### src/inc/cftm_pkg.sv
// constants and types shared by the can fd channel test-mode block
package cftm_pkg;

    localparam int CFTM_ID_W          = 29;
    localparam int CFTM_CLASSIC_CRC_W = 15;
    localparam int CFTM_FD_CRC_W      = 21;
    localparam int CFTM_NUM_RULES     = 16;
    localparam int CFTM_RULE_IDX_W    = 4;
    localparam int CFTM_FIFO_DEPTH    = 8;

    localparam logic CFTM_RECESSIVE = 1'b1;
    localparam logic CFTM_DOMINANT  = 1'b0;

    localparam logic [1:0] CFTM_SEL_RESET = 2'h0;
    localparam logic [CFTM_CLASSIC_CRC_W-1:0] CFTM_CLASSIC_RESET = 15'h0000;
    localparam logic [CFTM_FD_CRC_W-1:0]      CFTM_FD_RESET      = 21'h000000;

    typedef enum logic [1:0] {
        CFTM_STANDARD = 2'b00,
        CFTM_LISTEN   = 2'b01,
        CFTM_SELF0    = 2'b10,
        CFTM_SELF1    = 2'b11
    } cftm_mode_e;

    typedef struct packed {
        logic [CFTM_ID_W-1:0] id;
        logic                 ext;
        logic                 remote;
        logic                 fd;
        logic                 own;
    } cftm_frame_s;

    typedef struct packed {
        cftm_frame_s                frame;
        logic [CFTM_RULE_IDX_W-1:0] rule;
    } cftm_rxent_s;

    typedef struct packed {
        logic [CFTM_FD_CRC_W-1:0] crc;
        logic                     fd;
    } cftm_crc_s;

endpackage

### src/design/cftm_channel.sv
// test-mode logic of one can fd channel: crc capture, pin routing, filter
//
// Contract
// - with test enable set, last frame crc is readable
// - with test enable clear, both crc fields read zero
// - classical crc sits in a 15-bit field, bits 14:0
// - fd crc sits in a 21-bit field, bits 20:0
// - listen-only drives only recessive bits, no ack or flags; icb_tx_out still follows internal_tx_in while interconnect is active
// - listen-only still accepts data and remote frames
// - self-test filters own frames and stores accepted ones
// - self-test: loopback bit 0 matches all, 1 only own frames
// - self-test overrides mirror when both are enabled
// - self-test 0 sends on pin and receives through transceiver
// - both self-tests acknowledge own frame internally
// - self-test 1 feeds internal transmit back to internal receive
// - self-test 1 ignores receive pin, holds transmit pin recessive
// - interconnect test exchanges frames between channels internally
// - test select 00 means standard test mode
`timescale 1ns/1ps
module cftm_channel
    import cftm_pkg::*;
#(
    parameter int NUM_RULES  = CFTM_NUM_RULES,
    parameter int FIFO_DEPTH = CFTM_FIFO_DEPTH
) (
    input  wire logic                 core_clk_in,
    input  wire logic                 rst_b_in,
    input  wire logic                 comm_test_enable_in,
    input  wire logic [1:0]           comm_test_select_in,
    input  wire logic                 channel_halt_in,
    input  wire logic                 mirror_enable_in,
    input  wire logic                 channel_interconnect_enable_in,
    input  wire logic                 interconnect_test_enable_in,
    input  wire logic                 global_test_in,
    input  wire logic                 internal_tx_in,
    input  wire logic                 core_tx_active_in,
    input  wire logic                 core_ack_slot_in,
    output logic                      internal_rx_out,
    output logic                      tx_pin_out,
    input  wire logic                 rx_pin_in,
    output logic                      icb_tx_out,
    input  wire logic                 icb_rx_in,
    input  wire logic                 crc_done_in,
    input  wire cftm_crc_s            crc_in,
    output logic [CFTM_CLASSIC_CRC_W-1:0] crc_capture_field_out,
    output logic [CFTM_FD_CRC_W-1:0]  fd_crc_capture_out,
    output cftm_mode_e                mode_out,
    output logic                      test_active_out,
    output logic                      icb_active_out,
    input  wire logic                 frame_valid_in,
    input  wire cftm_frame_s          frame_in,
    output logic                      frame_ready_out,
    input  wire logic [NUM_RULES-1:0][CFTM_ID_W-1:0] rule_id_entry_in,
    input  wire logic [NUM_RULES-1:0][CFTM_ID_W-1:0] rule_mask_in,
    input  wire logic [NUM_RULES-1:0] rule_loopback_select_in,
    output logic                      rx_valid_out,
    output cftm_rxent_s               rx_entry_out,
    input  wire logic                 rx_ready_in
);

    logic                       listen;
    logic                       self0;
    logic                       self1;
    logic                       self_test;
    logic                       self_ack;
    logic                       next_tx_pin;
    logic                       next_rx;
    logic                       next_icb_tx;
    logic [NUM_RULES-1:0]       hit;
    logic                       any_hit;
    logic [CFTM_RULE_IDX_W-1:0] hit_idx;
    logic                       push;
    cftm_rxent_s                push_entry;
    logic                       fifo_valid;
    logic                       fifo_pop;
    cftm_rxent_s                fifo_data;

    // select field decode
    function automatic cftm_mode_e decode_mode(input logic [1:0] sel);
        cftm_mode_e m;
        unique case (sel)
            2'b00: m = CFTM_STANDARD;
            2'b01: m = CFTM_LISTEN;
            2'b10: m = CFTM_SELF0;
            2'b11: m = CFTM_SELF1;
        endcase
        return m;
    endfunction

    // lowest-numbered matching rule wins
    function automatic logic [CFTM_RULE_IDX_W-1:0] first_hit(
        input logic [NUM_RULES-1:0] h);
        logic [CFTM_RULE_IDX_W-1:0] idx;
        idx = '0;
        for (int i = NUM_RULES-1; i >= 0; i--) begin
            if (h[i]) begin
                idx = CFTM_RULE_IDX_W'(i);
            end
        end
        return idx;
    endfunction

    // mode settings taken only while the channel is halted
    always_ff @(posedge core_clk_in or negedge rst_b_in) begin
        if (!rst_b_in) begin
            test_active_out <= 1'b0;
            mode_out        <= CFTM_STANDARD;
        end else if (channel_halt_in) begin
            test_active_out <= comm_test_enable_in;
            mode_out        <= decode_mode(comm_test_select_in);
        end
    end

    // interconnect enables taken only in global test
    always_ff @(posedge core_clk_in or negedge rst_b_in) begin
        if (!rst_b_in) begin
            icb_active_out <= 1'b0;
        end else if (global_test_in) begin
            icb_active_out <= channel_interconnect_enable_in
                              && interconnect_test_enable_in;
        end
    end

    assign listen    = test_active_out && (mode_out == CFTM_LISTEN);
    assign self0     = test_active_out && (mode_out == CFTM_SELF0);
    assign self1     = test_active_out && (mode_out == CFTM_SELF1);
    assign self_test = self0 || self1;
    assign self_ack  = self_test && core_tx_active_in
                       && core_ack_slot_in;

    // pin and loopback routing
    always_comb begin
        next_tx_pin = internal_tx_in;
        next_rx     = rx_pin_in;
        next_icb_tx = CFTM_RECESSIVE;
        if (icb_active_out) begin
            next_tx_pin = CFTM_RECESSIVE;
            next_icb_tx = internal_tx_in;
            next_rx     = icb_rx_in & internal_tx_in;
        end else if (listen) begin
            next_tx_pin = CFTM_RECESSIVE;
        end else if (self1) begin
            next_tx_pin = CFTM_RECESSIVE;
            next_rx     = internal_tx_in;
        end
        if (self_ack) begin
            next_rx = CFTM_DOMINANT;
        end
    end

    always_ff @(posedge core_clk_in or negedge rst_b_in) begin
        if (!rst_b_in) begin
            tx_pin_out      <= CFTM_RECESSIVE;
            internal_rx_out <= CFTM_RECESSIVE;
            icb_tx_out      <= CFTM_RECESSIVE;
        end else begin
            tx_pin_out      <= next_tx_pin;
            internal_rx_out <= next_rx;
            icb_tx_out      <= next_icb_tx;
        end
    end

    // crc capture, forced to zero while testing is off
    always_ff @(posedge core_clk_in or negedge rst_b_in) begin
        if (!rst_b_in) begin
            crc_capture_field_out <= CFTM_CLASSIC_RESET;
            fd_crc_capture_out    <= CFTM_FD_RESET;
        end else if (!test_active_out) begin
            crc_capture_field_out <= CFTM_CLASSIC_RESET;
            fd_crc_capture_out    <= CFTM_FD_RESET;
        end else if (crc_done_in) begin
            if (crc_in.fd) begin
                fd_crc_capture_out <= crc_in.crc;
            end else begin
                crc_capture_field_out <=
                    crc_in.crc[CFTM_CLASSIC_CRC_W-1:0];
            end
        end
    end

    // receive rule comparison, one comparator per rule
    generate
        for (genvar r = 0; r < NUM_RULES; r++) begin : g_rule
            logic id_ok;
            logic src_ok;
            assign id_ok = (((frame_in.id ^ rule_id_entry_in[r])
                             & rule_mask_in[r]) == '0);
            // own frames: any rule in self-test, else lb 0 with mirror
            assign src_ok = frame_in.own
                ? (self_test || (mirror_enable_in
                   && !rule_loopback_select_in[r]))
                : !rule_loopback_select_in[r];
            assign hit[r] = id_ok && src_ok;
        end
    endgenerate

    assign any_hit               = |hit;
    assign hit_idx               = first_hit(hit);
    assign push                  = frame_valid_in && frame_ready_out
                                   && any_hit;
    assign push_entry.frame      = frame_in;
    assign push_entry.rule       = hit_idx;

    cftm_fifo #(
        .WIDTH ($bits(cftm_rxent_s)),
        .DEPTH (FIFO_DEPTH)
    ) u_fifo (
        .core_clk_in   (core_clk_in),
        .rst_b_in      (rst_b_in),
        .in_valid_in   (push),
        .in_ready_out  (frame_ready_out),
        .in_data_in    (push_entry),
        .out_valid_out (fifo_valid),
        .out_ready_in  (fifo_pop),
        .out_data_out  (fifo_data)
    );

    // output register stage towards the receive buffers
    assign fifo_pop = fifo_valid && (!rx_valid_out || rx_ready_in);

    always_ff @(posedge core_clk_in or negedge rst_b_in) begin
        if (!rst_b_in) begin
            rx_valid_out <= 1'b0;
            rx_entry_out <= '0;
        end else begin
            if (fifo_pop) begin
                rx_valid_out <= 1'b1;
                rx_entry_out <= fifo_data;
            end else if (rx_ready_in) begin
                rx_valid_out <= 1'b0;
            end
        end
    end

    // checks
    logic [CFTM_CLASSIC_CRC_W-1:0] crc_low;
    logic [CFTM_FD_CRC_W-1:0]      crc_full;
    logic                          hit_lb;

    assign crc_low  = crc_in.crc[CFTM_CLASSIC_CRC_W-1:0];
    assign crc_full = crc_in.crc;
    assign hit_lb   = rule_loopback_select_in[hit_idx];
endmodule

### src/design/cftm_fifo.sv
// synchronous fifo with valid/ready on both sides
`timescale 1ns/1ps
module cftm_fifo #(
    parameter int WIDTH = 8,
    parameter int DEPTH = 8
) (
    input  wire logic             core_clk_in,
    input  wire logic             rst_b_in,
    input  wire logic             in_valid_in,
    output logic                  in_ready_out,
    input  wire logic [WIDTH-1:0] in_data_in,
    output logic                  out_valid_out,
    input  wire logic             out_ready_in,
    output logic      [WIDTH-1:0] out_data_out
);
    localparam int AW = $clog2(DEPTH);

    logic [WIDTH-1:0] mem [DEPTH];
    logic [AW-1:0]    wptr;
    logic [AW-1:0]    rptr;
    logic [AW:0]      count;
    logic [AW:0]      next_count;
    logic             push;
    logic             pop;

    assign push          = in_valid_in && in_ready_out;
    assign pop           = out_valid_out && out_ready_in;
    assign out_valid_out = (count != '0);
    assign out_data_out  = mem[rptr];
    assign next_count    = count + (AW+1)'(push) - (AW+1)'(pop);

    always_ff @(posedge core_clk_in) begin
        if (push) begin
            mem[wptr] <= in_data_in;
        end
    end

    always_ff @(posedge core_clk_in or negedge rst_b_in) begin
        if (!rst_b_in) begin
            wptr         <= '0;
            rptr         <= '0;
            count        <= '0;
            in_ready_out <= 1'b0;
        end else begin
            if (push) begin
                wptr <= (wptr == AW'(DEPTH-1)) ? '0 : wptr + AW'(1);
            end
            if (pop) begin
                rptr <= (rptr == AW'(DEPTH-1)) ? '0 : rptr + AW'(1);
            end
            count        <= next_count;
            in_ready_out <= (next_count != (AW+1)'(DEPTH));
        end
    end

endmodule

### config.mk
export PLATFORM = sky130hd
export DESIGN_NAME = cftm_channel
export DESIGN_NICKNAME = d
export VERILOG_FILES = /design/src/inc/cftm_pkg.sv /design/src/design/cftm_channel.sv /design/src/design/cftm_fifo.sv
export SDC_FILE = /design/constraint.sdc
export NUM_CORES = 1
export LEC_CHECK = 0
export ABC_AREA = 1
export BUFFER_PORTS_ARGS = -buffer_cell sky130_fd_sc_hd__buf_2
export CELL_PAD_IN_SITES_DETAIL_PLACEMENT = 1
export CELL_PAD_IN_SITES_GLOBAL_PLACEMENT = 1
export CORE_AREA = 2 2 430 432
export CTS_BUF_LIST = sky130_fd_sc_hd__clkbuf_4 sky130_fd_sc_hd__clkbuf_8 sky130_fd_sc_hd__clkbuf_16
export DETAILED_ROUTE_END_ITERATION = 10
export DIE_AREA = 0 0 432 434
export PLACE_DENSITY = 0.44
export SLEW_MARGIN = 10
export SYNTH_ARGS = -nofsm -noshare
export SYNTH_HDL_FRONTEND = slang
export SYNTH_SLANG_ARGS = --single-unit
### constraint.sdc
create_clock -name core_clk_in -period 5.2 [get_ports core_clk_in]
set_input_delay 0.52 -clock core_clk_in [delete_from_list [all_inputs] [get_ports core_clk_in]]
set_output_delay 0.52 -clock core_clk_in [all_outputs]
set_load 0.01 [all_outputs]
==> run_results.csv, run 1 <==
group,metric,value,unit
global_route,grt.total_usage,21.1,%
cts,cts.sinks,388,
die,core-area,182000,um^2
setup_path,rr_worst_depth,20,
cts,clk_path_buf_depth,3,
die,start_util,13.1,%
synth,ys_ff_latch,388,
synth,synth_area,24000,um^2
die,dieHeight,434,um
setup_path,slowest_stage,"nor4_1",
synth,ys.flop_type,"edfxtp_1",
synth,synth.distinct_cells,45,
finish,n_fill_cell,21900,
finish,fin_cells,6584,
drt,drt_iter0_drc,1866,
global_route,grt_max_degree,101,
global_route,grt_pass1_wl,263000,um
power,vdd_drop_max,0.230,mV
finish,synthToLayoutAreaGrowth,44.1,%
synth,synth_top_area_share,37.1,%
finish,finalInstanceArea,34600,um^2
timing,layout_setup_ws,0.841,ns
setup_path,worstPathRequired,5.65,ns
die,io_pins,1099,
synth,synth_edf_count,296,
finish,seq_area,11200,um^2
placement,dpl_cell_area,32800,um^2
finish,multi_input_area,11600,um^2
finish,drive_gt1_share,39.5,%
timing,finalSetupViolations,0,
setup_path,worstPathCellList,"buf_2 > buf_4 > buf_4 > nand2_1 > nand3_1 > nand4_1 > nor4_1 > nand3_1 > nand2_1 > nor3_1 > nand2_1 > buf_12 > nand2_2 > inv_4 > ha_1 > inv_1 > fa_1 > inv_1 > nor3_1 > nand2_1",
cts,cts-resized-gates,0,
timing,hold_viol,0,
timing,tns,0,ns
placement,place_inst,6405,
setup_path,cp_common_cell,"nand2_1",
timing,relSlewSlack,23.0,%
synth,syn_inst,2972,
placement,gp_congestion,0.939,
timing,drv_slew,0,
global_route,grt_overflow,0,
power,p_total,11.1,mW
placement,io_buffers,1098,
placement,place_ws,0.0243,ns
timing,fin_skew,0.0489,ns
drt,first_pass_iters,7,
timing,layout_worst_path_cycle_share,83.8,%
drt,routed_wl,206000,um
synth,yosys_warnings,0,
synth,syn_nets,3999,
cts,clk_latency,0.61,ns
cts,clk_pin_slew_worst_paths,0.06,ns
die,dieArea,187000,um^2
synth,yosysMostFrequentCell,"nand2_1",
power,powerDensity,320,nW/um^2
synth,async_flop_share,23.7,%
setup_path,cpPeakStageDelay,0.79,ns
setup_path,r2r-end,"u_fifo.in_ready_out",
timing,rsz0062_at_grt,"false",
setup_path,critPathArrivalTime,4.81,ns
drt,vias,27600,
synth,yosys.area.top_type,"edfxtp_1",
global_route,antenna_found_initial,228,
setup_path,cp-end-kind,"flip-flop",
drt,viasPerCell,4.19,
timing,worstMarginPinSlew,1.15,ns
finish,layout.nets,5097,
synth,yosys-top-cells-area,"edfxtp_1 37%, nand2_1 12%, dfrtp_1 9.3%",
power,leakagePower,15.1,nW
setup_path,cp-start-kind,"primary input",
cts,cts_htree_levels,2,
global_route,grt_pass1_vias,27400,
run,max_cap_viol_count,0,
cts,post_cts_buffers,0,
drt,drtAntennaViolNets,0,
setup_path,path_max_fanout,33,
synth,netlist_top_cells_count,"741 x nand2_1, 441 x nand3_1, 304 x or2_2, 296 x edfxtp_1, 236 x nor2_1",
placement,dp.final_hpwl,177000,um
cts,root_buffer,"clkbuf_16",
drt,routedWlPerCell,31.3,um
setup_path,r2r_slack,1.39,ns
timing,hold_ws,0.0202,ns
timing,fmax,0.229,GHz
min_path,worst_hold_path_type,"in -> async",
finish,utilization,18.9,%
cts,hold_buffers,0,
run_status,status,"finished clean",
synth,synth_area_per_cell,8.07,um^2
die,die_w,432,um
cts,cts_buffers,48,
setup_path,crit_type,"in -> reg",
drt,drc,0,
die,num_rows,157,
cts,cts_tree,"done",
synth,ys_seq_area_share,46.7,%
setup_path,r2r_start,"mode_out[1]",
timing,fin_crit,4.36,ns
==> cell usage in the layout, fill, tap and decap left out, types with 5 or more instances in the layout <==
cell	netlist	final
clkbuf_16	0	48
nor3b_1	6	6
clkinv_2	0	13
o211ai_1	12	12
inv_1	116	114
a32o_1	13	13
buf_12	0	17
ha_1	9	9
nand4_1	66	66
o22ai_1	11	11
or2_2	304	304
a21oi_1	28	28
o221ai_1	63	63
o21ai_0	228	227
o21a_1	24	24
xor2_1	14	14
edfxtp_1	296	296
clkinv_1	1	9
o2111ai_1	5	5
dfrtp_1	89	86
buf_4	28	97
nor3_1	10	10
diode_2	0	93
or2_1	49	49
nor2_4	0	8
buf_2	43	1097
nand2_1	741	741
nand3_1	441	441
clkbuf_4	0	10
nor4_1	16	15
nor2_1	236	228
==> kinds of logic after synthesis <==
kind of cell,count (synthesis),synth area share [%]
xor gates and xnor gates,16,0.584
AOI/OAI and AO/OA,392,10.1
and+or+nand+nor,1883,36.7
adders and majority gates,10,0.553
buffers and inverters,283,5.42
DFF,388,46.7
==> final cells by class <==
class / instances / share of cell area, %
timing repair buffer: 1211 / 19.0
antenna: 93 / 0.673
inverter: 120 / 1.32
multi-input combinational: 2301 / 33.5
tap: 2385 / 8.63
clock inverter: 27 / 0.775
sequential: 388 / 32.4
clock buffer: 59 / 3.73
==> routing by layer <==
layer | routed length (um) | vias up | GRT usage (%)
li1 | - | 12600 | -
met1 | 74800 | 13300 | 22.2
met2 | 106000 | 1101 | 39.3
met3 | 13000 | 500 | 5.49
met4 | 11700 | 100 | 9.57
met5 | 606 | - | 0
==> registers in the layout, summed over array words and instances (netlist names), 2 cells and up <==
register,cells
crc_capture_field_out,15
fd_crc_capture_out,21
mode_out,2
rx_entry_out,37
u_fifo.count,4
u_fifo.mem,296
u_fifo.rptr,3
u_fifo.wptr,3
==> worst max-delay path by stage <==
stage                 startpoint  depth (start not counted)             endpoint  slack [ns]
global route        frame_in[18]                         20  u_fifo.in_ready_out        0.61
global placement    frame_in[18]                         20  u_fifo.in_ready_out       0.007
CTS                 frame_in[18]                         20  u_fifo.in_ready_out        0.66
detailed placement  frame_in[18]                         20  u_fifo.in_ready_out        0.02
floorplan           frame_in[30]                         14     u_fifo.mem[0][0]        1.22
finish              frame_in[18]                         20  u_fifo.in_ready_out        0.84
==> report_power, final <==
group          switching (mW)  internal [mW]
Sequential              0.236           3.55
Clock                    1.37           1.96
Combinational            2.67           1.29
Total                    4.27           6.80
==> worst max-delay path: cells and delay by family <==
kind,cells,cell delay [ns]
simple gates,11,2.06
fa+ha+maj,2,0.68
buf+inv,7,1.43
Power figures use the tool's default switching activity.
==> inputs of run 2 (changes only) <==
--- a/config.mk
+++ b/config.mk
@@ -9,11 +9,11 @@
 export BUFFER_PORTS_ARGS = -buffer_cell sky130_fd_sc_hd__buf_2
 export CELL_PAD_IN_SITES_DETAIL_PLACEMENT = 1
 export CELL_PAD_IN_SITES_GLOBAL_PLACEMENT = 1
-export CORE_AREA = 2 2 430 432
+export CORE_AREA = 2 2 431 433
 export CTS_BUF_LIST = sky130_fd_sc_hd__clkbuf_4 sky130_fd_sc_hd__clkbuf_8 sky130_fd_sc_hd__clkbuf_16
 export DETAILED_ROUTE_END_ITERATION = 10
-export DIE_AREA = 0 0 432 434
-export PLACE_DENSITY = 0.44
+export DIE_AREA = 0 0 433 435
+export PLACE_DENSITY = 0.45
 export SLEW_MARGIN = 10
 export SYNTH_ARGS = -nofsm -noshare
 export SYNTH_HDL_FRONTEND = slang
==> constraint.sdc (replaced) <==
create_clock -name core_clk_in -period 3.5 [get_ports core_clk_in]
set_input_delay 0.35 -clock core_clk_in [delete_from_list [all_inputs] [get_ports core_clk_in]]
set_output_delay 0.35 -clock core_clk_in [all_outputs]
set_load 0.01 [all_outputs]
==> run 2 against run 1 <==
First-iteration DRC count fell by 8.0%. Clock skew fell by 0.028 ns. Clock power rose by 44%. Combinational power rose by 59%. Critical path depth rose by 1. Global-route usage fell by 0.053 points. Sequential share of layout area fell by 2.1 points. Flip-flop and latch count did not move. Count of clock-buffer cells in the layout fell by 2.
==> run_results.csv, run 2 (synthesis gave the netlist of run 1 again) <==
group,metric,value,unit
run_status,status,"finished clean",
cts,cts_buffers,45,
timing,relSlewSlack,26.9,%
global_route,antenna_found_initial,236,
setup_path,cp-end-kind,"flip-flop",
timing,fin_skew,0.0214,ns
die,io_pins,1099,
setup_path,critPathArrivalTime,3.81,ns
cts,cts.sinks,388,
die,core-area,184000,um^2
placement,dp.final_hpwl,180000,um
finish,final_common_cell,"buf_2",
timing,finalSetupViolations,0,
finish,finalInstanceArea,36900,um^2
timing,fin_crit,3.37,ns
power,clockPowerShare,29.0,%
global_route,grt_pass1_wl,264000,um
power,vdd_drop_max,0.518,mV
drt,viasPerCell,4.13,
timing,rsz0062_at_grt,"false",
die,dieHeight,435,um
power,p_sw,6.19,mW
cts,clk_pin_slew_worst_paths,0.06,ns
cts,root_buffer,"clkbuf_16",
power,powerDensity,447,nW/um^2
setup_path,cp-start-kind,"primary input",
drt,drtAntennaViolNets,0,
cts,cts_htree_levels,2,
setup_path,crit_type,"in -> reg",
setup_path,slowest_stage,"fa_1",
global_route,grt_overflow,0,
setup_path,path_max_fanout,12,
timing,hold_viol,0,
timing,layout_setup_ws,0.132,ns
power,pwr-share-seq,32.9,%
drt,drc,0,
setup_path,worstPathCellList,"buf_2 > buf_12 > or2_2 > nand3_1 > nand4_1 > buf_4 > nor4_2 > buf_4 > nand4_1 > buf_4 > nand3_2 > nor2_2 > nand2_4 > nand2_2 > inv_4 > ha_4 > inv_2 > fa_1 > inv_2 > nor3_2 > nand2_1",
cts,clk_latency,0.58,ns
die,die_w,433,um
setup_path,cp_common_cell,"buf_4",
finish,largest_reg_flops,296,
finish,regMostFlops,"u_fifo.mem",
power,pwr-share-comb,38.1,%
finish,fin_cells,6870,
global_route,grt_pass1_vias,27900,
setup_path,cpPeakStageDelay,0.50,ns
setup_path,cp_num_buf_inv,8,
die,dieArea,188000,um^2
cts,cts_tree,"done",
setup_path,cp_top_family,"simple AND/OR/NAND/NOR gates",
timing,layout_worst_path_cycle_share,96.2,%
placement,place_ws,-1.56,ns
finish,multi_input_area,11800,um^2
timing,tns,0,ns
drt,routedWlPerCell,30.0,um
timing,drv_slew,0,
die,start_util,13.0,%
cts,clk_path_buf_depth,3,
placement,gp_congestion,0.983,
power,p_int,10.3,mW
timing,fmax,0.297,GHz
power,leakagePower,16.2,nW
global_route,grt_max_degree,150,
min_path,worst_hold_path_type,"in -> reg",
setup_path,worstPathRequired,3.94,ns
drt,drt_iter0_drc,1716,
finish,drive_gt1_share,42.4,%
global_route,grt.total_usage,21.1,%
finish,n_fill_cell,22100,
timing,worstMarginPinSlew,1.09,ns
power,switching_share,37.5,%
drt,first_pass_iters,5,
placement,io_buffers,1098,
drt,routed_wl,206000,um
finish,biggestRegsByFlops,"u_fifo.mem: 296 flops, rx_entry_out: 37 flops, fd_crc_capture_out: 21 flops",
drt,vias,28400,
finish,layout.nets,5282,
run,max_cap_viol_count,0,
finish,seq_area,11200,um^2
finish,synthToLayoutAreaGrowth,54.0,%
die,num_rows,158,
placement,place_inst,6663,
finish,mostFrequentLayoutCells,"1094 x buf_2, 738 x nand2_1, 440 x nand3_1",
placement,dpl_cell_area,34600,um^2
## run 2: cell count changes in the layout (fill, tap and decap cells not counted), sizes merged
cell         previous run  this run
inv                   117       118
clkinv                 25        21
diode                  93       100
buf                  1211      1383
dlygate4sd3             0        14
bufinv                  4         5
## run 2: layout make-up
class / count / share of cell area (%)
diodes: 100 / 0.678
well taps: 2480 / 8.40
multi-input cells: 2301 / 31.9
flip-flops and latches: 388 / 30.3
clock buffers: 57 / 3.29
repair buffers: 1399 / 23.4
inverters: 120 / 1.24
clock inverters: 25 / 0.769
## run 2: worst reg2reg max path, cell delays in order, from the launching register on
cell and delay [ns]:
dfrtp_1 0.36, nand2_1 0.07, inv_2 0.12, nand2_8 0.07, buf_12 0.15, o21ai_2 0.10, nand2_2 0.08, nor4_4 0.34
buf_4 0.22, nand4_1 0.14, buf_6 0.18, nand3_2 0.07, nor2_2 0.05, nand2_4 0.12, nand2_2 0.10, inv_4 0.07
ha_4 0.13, inv_2 0.04, fa_1 0.50, inv_2 0.05, nor3_2 0.14, nand2_1 0.08
## run 2: path summary, 6_finish.rpt
path	startpoint	endpoint	slack, ns	depth (start not counted)
min in group asynchronous	rst_b_in	crc_capture_field_out[4]	0.39	2
worst min-delay path	comm_test_enable_in	test_active_out	0.03	3
worst max-delay path	frame_in[14]	u_fifo.in_ready_out	0.13	21
worst min register to register	rx_entry_out[20]	rx_entry_out[20]	0.47	2
max in group asynchronous	rst_b_in	icb_tx_out	2.28	3
worst max register to register	mode_out[1]	u_fifo.in_ready_out	0.18	21
## run 2: power groups by stage
| stage | Sequential (mW) | Clock [mW] | Combinational, mW |
|---|---|---|---|
| after detailed placement | 5.52 | 0 | 6.41 |
| after floorplan | 5.63 | 0 | 2.87 |
| after global routing | 5.47 | 5.12 | 6.93 |
| final | 5.42 | 4.79 | 6.29 |
| after CTS | 5.43 | 4.95 | 6.48 |
| after global placement | 5.52 | 0 | 6.36 |
## run 2: per-stage QoR
step	hold WS (ns)	util [%]	power [mW]
CTS	0.00111	19.8	16.9
finish	0.0346	20.1	16.5
global placement	0.463	18.8	11.9
floorplan	0.0544	-	8.51
global route	0.0281	20.0	17.5
detailed placement	0.465	18.8	11.9
## run 2: per-layer routing
metal,up-vias,track usage (%),routed length [um],part of all wire (%)
li1,12900,-,-,-
met1,13800,22.0,74200,36
met2,1109,39.1,107000,52
met3,471,5.17,12600,6.1
met4,100,9.90,11500,5.6
met5,-,0,633,0.31
## run 2: repair_timing
action | in CTS | in global routing
hold endpoints to repair | 65 | 0
setup buffers | 3 | 6
cloned | 1 | 1
pin swaps | 9 | 18
endpoints found under the setup margin | 336 | 219
hold buffers | 14 | 0
resized for setup | 34 | 29
==> inputs of run 3 (changes only) <==
--- a/config.mk
+++ b/config.mk
@@ -9,11 +9,11 @@
 export BUFFER_PORTS_ARGS = -buffer_cell sky130_fd_sc_hd__buf_2
 export CELL_PAD_IN_SITES_DETAIL_PLACEMENT = 1
 export CELL_PAD_IN_SITES_GLOBAL_PLACEMENT = 1
-export CORE_AREA = 2 2 431 433
+export CORE_AREA = 2 2 430 432
 export CTS_BUF_LIST = sky130_fd_sc_hd__clkbuf_4 sky130_fd_sc_hd__clkbuf_8 sky130_fd_sc_hd__clkbuf_16
 export DETAILED_ROUTE_END_ITERATION = 10
-export DIE_AREA = 0 0 433 435
-export PLACE_DENSITY = 0.45
+export DIE_AREA = 0 0 432 434
+export PLACE_DENSITY = 0.44
 export SLEW_MARGIN = 10
 export SYNTH_ARGS = -nofsm -noshare
 export SYNTH_HDL_FRONTEND = slang
==> constraint.sdc (replaced) <==
create_clock -name core_clk_in -period 3.7 [get_ports core_clk_in]
set_input_delay 0.37 -clock core_clk_in [delete_from_list [all_inputs] [get_ports core_clk_in]]
set_output_delay 0.37 -clock core_clk_in [all_outputs]
set_load 0.01 [all_outputs]
==> run 3 against run 2 <==
Worst hold slack improved by 0.011 ns. Sequential share of layout area rose by 0.28 points. Die area fell by 0.46%. Wire length is essentially flat. Critical path depth is the same. Design area decreased by 0.92%. Clock power down 8.6%. Sequential power decreased by 4%. Via count is 0.56% lower. Power fell by 6.1%. Utilization barely moved.
==> run_results.csv, run 3 (synthesis gave the netlist of run 1 again) <==
group,metric,value,unit
min_path,worst_hold_path_type,"in -> reg",
die,start_util,13.1,%
finish,synthToLayoutAreaGrowth,52.6,%
finish,regMostFlops,"u_fifo.mem",
power,pwr-share-seq,33.7,%
timing,drv_slew,0,
global_route,grt_pass1_vias,28100,
placement,dp.final_hpwl,181000,um
timing,fmax,0.280,GHz
cts,cts_htree_levels,2,
global_route,grt.total_usage,21.1,%
drt,routed_wl,206000,um
timing,hold_viol,0,
placement,dpl_cell_area,34700,um^2
global_route,grt_max_degree,84,
setup_path,slowest_stage,"fa_1",
die,die_w,432,um
cts,root_buffer,"clkbuf_16",
setup_path,cp-start-kind,"primary input",
drt,drc,0,
finish,final_common_cell,"buf_2",
power,vdd_drop_max,0.419,mV
timing,fin_crit,3.57,ns
setup_path,cpPeakStageDelay,0.50,ns
die,io_pins,1099,
cts,clk_latency,0.59,ns
drt,vias,28200,
global_route,grt_pass1_wl,264000,um
drt,first_pass_iters,5,
die,num_rows,157,
power,p_total,15.5,mW
timing,relSlewSlack,24.5,%
finish,drive_gt1_share,42.4,%
setup_path,rr_worst_depth,20,
timing,finalSetupViolations,0,
timing,fin_skew,0.0258,ns
min_path,worstHoldStart,"internal_tx_in",
timing,rsz0062_at_grt,"false",
power,p_sw,5.94,mW
setup_path,cp_top_family,"simple AND/OR/NAND/NOR gates",
global_route,antenna_found_initial,269,
timing,tns,0,ns
die,core-area,182000,um^2
finish,mostFrequentLayoutCells,"1095 x buf_2, 738 x nand2_1, 441 x nand3_1",
finish,largest_reg_flops,296,
placement,io_buffers,1098,
setup_path,path_max_fanout,11,
power,clockPowerShare,28.3,%
cts,clk_pin_slew_worst_paths,0.06,ns
setup_path,cp-startpoint,"frame_in[19]",
setup_path,worstPathCellList,"buf_2 > buf_12 > or2_2 > nand3_1 > nand2_1 > nor2_2 > nand4_1 > nor2_1 > nand2_1 > nand2_2 > nor3_2 > nand2_2 > buf_12 > nand2_2 > inv_4 > ha_1 > inv_1 > fa_1 > inv_1 > nor3_2 > nand2_1",
power,p_int,9.55,mW
run,max_cap_viol_count,0,
global_route,grt_overflow,0,
finish,biggestRegsByFlops,"u_fifo.mem: 296 flops, rx_entry_out: 37 flops, fd_crc_capture_out: 21 flops",
setup_path,cp-end-kind,"flip-flop",
power,pwr-share-comb,38.0,%
power,leakagePower,16.2,nW
setup_path,crit_type,"in -> reg",
drt,viasPerCell,4.17,
setup_path,worstPathRequired,4.14,ns
drt,drt_iter0_drc,1664,
min_path,hold_depth,3,
finish,utilization,20.0,%
run_status,status,"finished clean",
setup_path,crit_cells,21,
setup_path,cp_num_buf_inv,6,
cts,cts_tree,"done",
timing,worstMarginPinSlew,1.13,ns
setup_path,critPathArrivalTime,4.01,ns
drt,routedWlPerCell,30.5,um
timing,layout_worst_path_cycle_share,96.4,%
die,dieArea,187000,um^2
finish,layout.nets,5274,
placement,gp_congestion,0.942,
power,powerDensity,424,nW/um^2
cts,cts_buffers,45,
cts,cts.sinks,388,
finish,n_fill_cell,21900,
setup_path,r2r_start,"mode_out[1]",
cts,clk_path_buf_depth,3,
finish,finalInstanceArea,36600,um^2
die,dieHeight,434,um
power,switching_share,38.4,%
drt,drtAntennaViolNets,0,
## run 3: cell count changes in the layout (fill, tap and decap cells not counted), moves of 3 or more
cell,before,now
nand2_2,4,7
buf_4,219,224
nor2_1,222,225
clkinv_2,6,9
clkbuf_4,13,17
clkinv_1,12,9
dlygate4sd3_1,14,6
inv_1,110,114
inv_6,1,4
buf_12,60,64
bufinv_16,5,1
buf_6,8,1
inv_2,5,2
## run 3: final cells by class
cell class	count	area, um^2	share of cell area, %
sequential	388	11200	30.6
inverter	120	455	1.24
clock inverter	21	160	0.438
timing repair buffer	1391	8520	23.3
multi-input combinational	2301	11700	32.1
tap	2385	2980	8.16
antenna	98	245	0.670
clock buffer	63	1280	3.51
## run 3: power by group through the flow
stage	Clock [mW]	Combinational (mW)	Sequential (mW)
finish	4.38	5.89	5.23
detailed placement	0	6.06	5.32
global placement	0	6.01	5.31
floorplan	0	2.72	5.33
CTS	4.52	6.10	5.24
global route	4.68	6.50	5.28
## run 3: worst register-to-register path: cells and delay by family (launching register included)
family,cells,cell delay (ns)
fa+ha+maj,2,0.66
flops,1,0.36
compound gates,2,0.35
simple gates,10,1.38
buf+inv,6,0.58
## run 3: path summary, 6_finish.rpt
path | endpoint | slack, ns
hold reg to reg | rx_entry_out[35] | 0.47
min in group asynchronous | crc_capture_field_out[11] | 0.27
setup reg to reg | u_fifo.in_ready_out | 0.26
setup / recovery | u_fifo.in_ready_out | 0.13
max in group asynchronous | u_fifo.wptr[2] | 2.53
hold / removal | icb_tx_out | 0.05
## run 3: what timing repair did
action,in CTS,in global routing
endpoints found under the hold margin,29,0
setup endpoints to repair,300,8
setup buffers,0,0
gates resized for setup,14,18
hold buffers,6,0
pin swaps,2,8
## run 3: per-layer routing
metal / vias up / part of all wire, % / wire length (um) / track usage (%)
met2: 1051 / 52 / 108000 / 39.8
met5: - / 0.36 / 747 / 0
li1: 12900 / - / - / -
met1: 13600 / 36 / 73500 / 21.7
met3: 544 / 6.5 / 13500 / 5.88
met4: 122 / 5.3 / 11000 / 9.14
## run 3: through the flow
stage | instances | setup slack, ns | hold WS, ns
finish | 6767 | 0.133 | 0.0454
global route | 6716 | 0.0171 | 0.0428
CTS | 6669 | 0.0188 | 0.0155
detailed placement | 6579 | -1.22 | 0.336
global placement | 6579 | -1.20 | 0.335
floorplan | 2972 | -0.134 | 0.0744
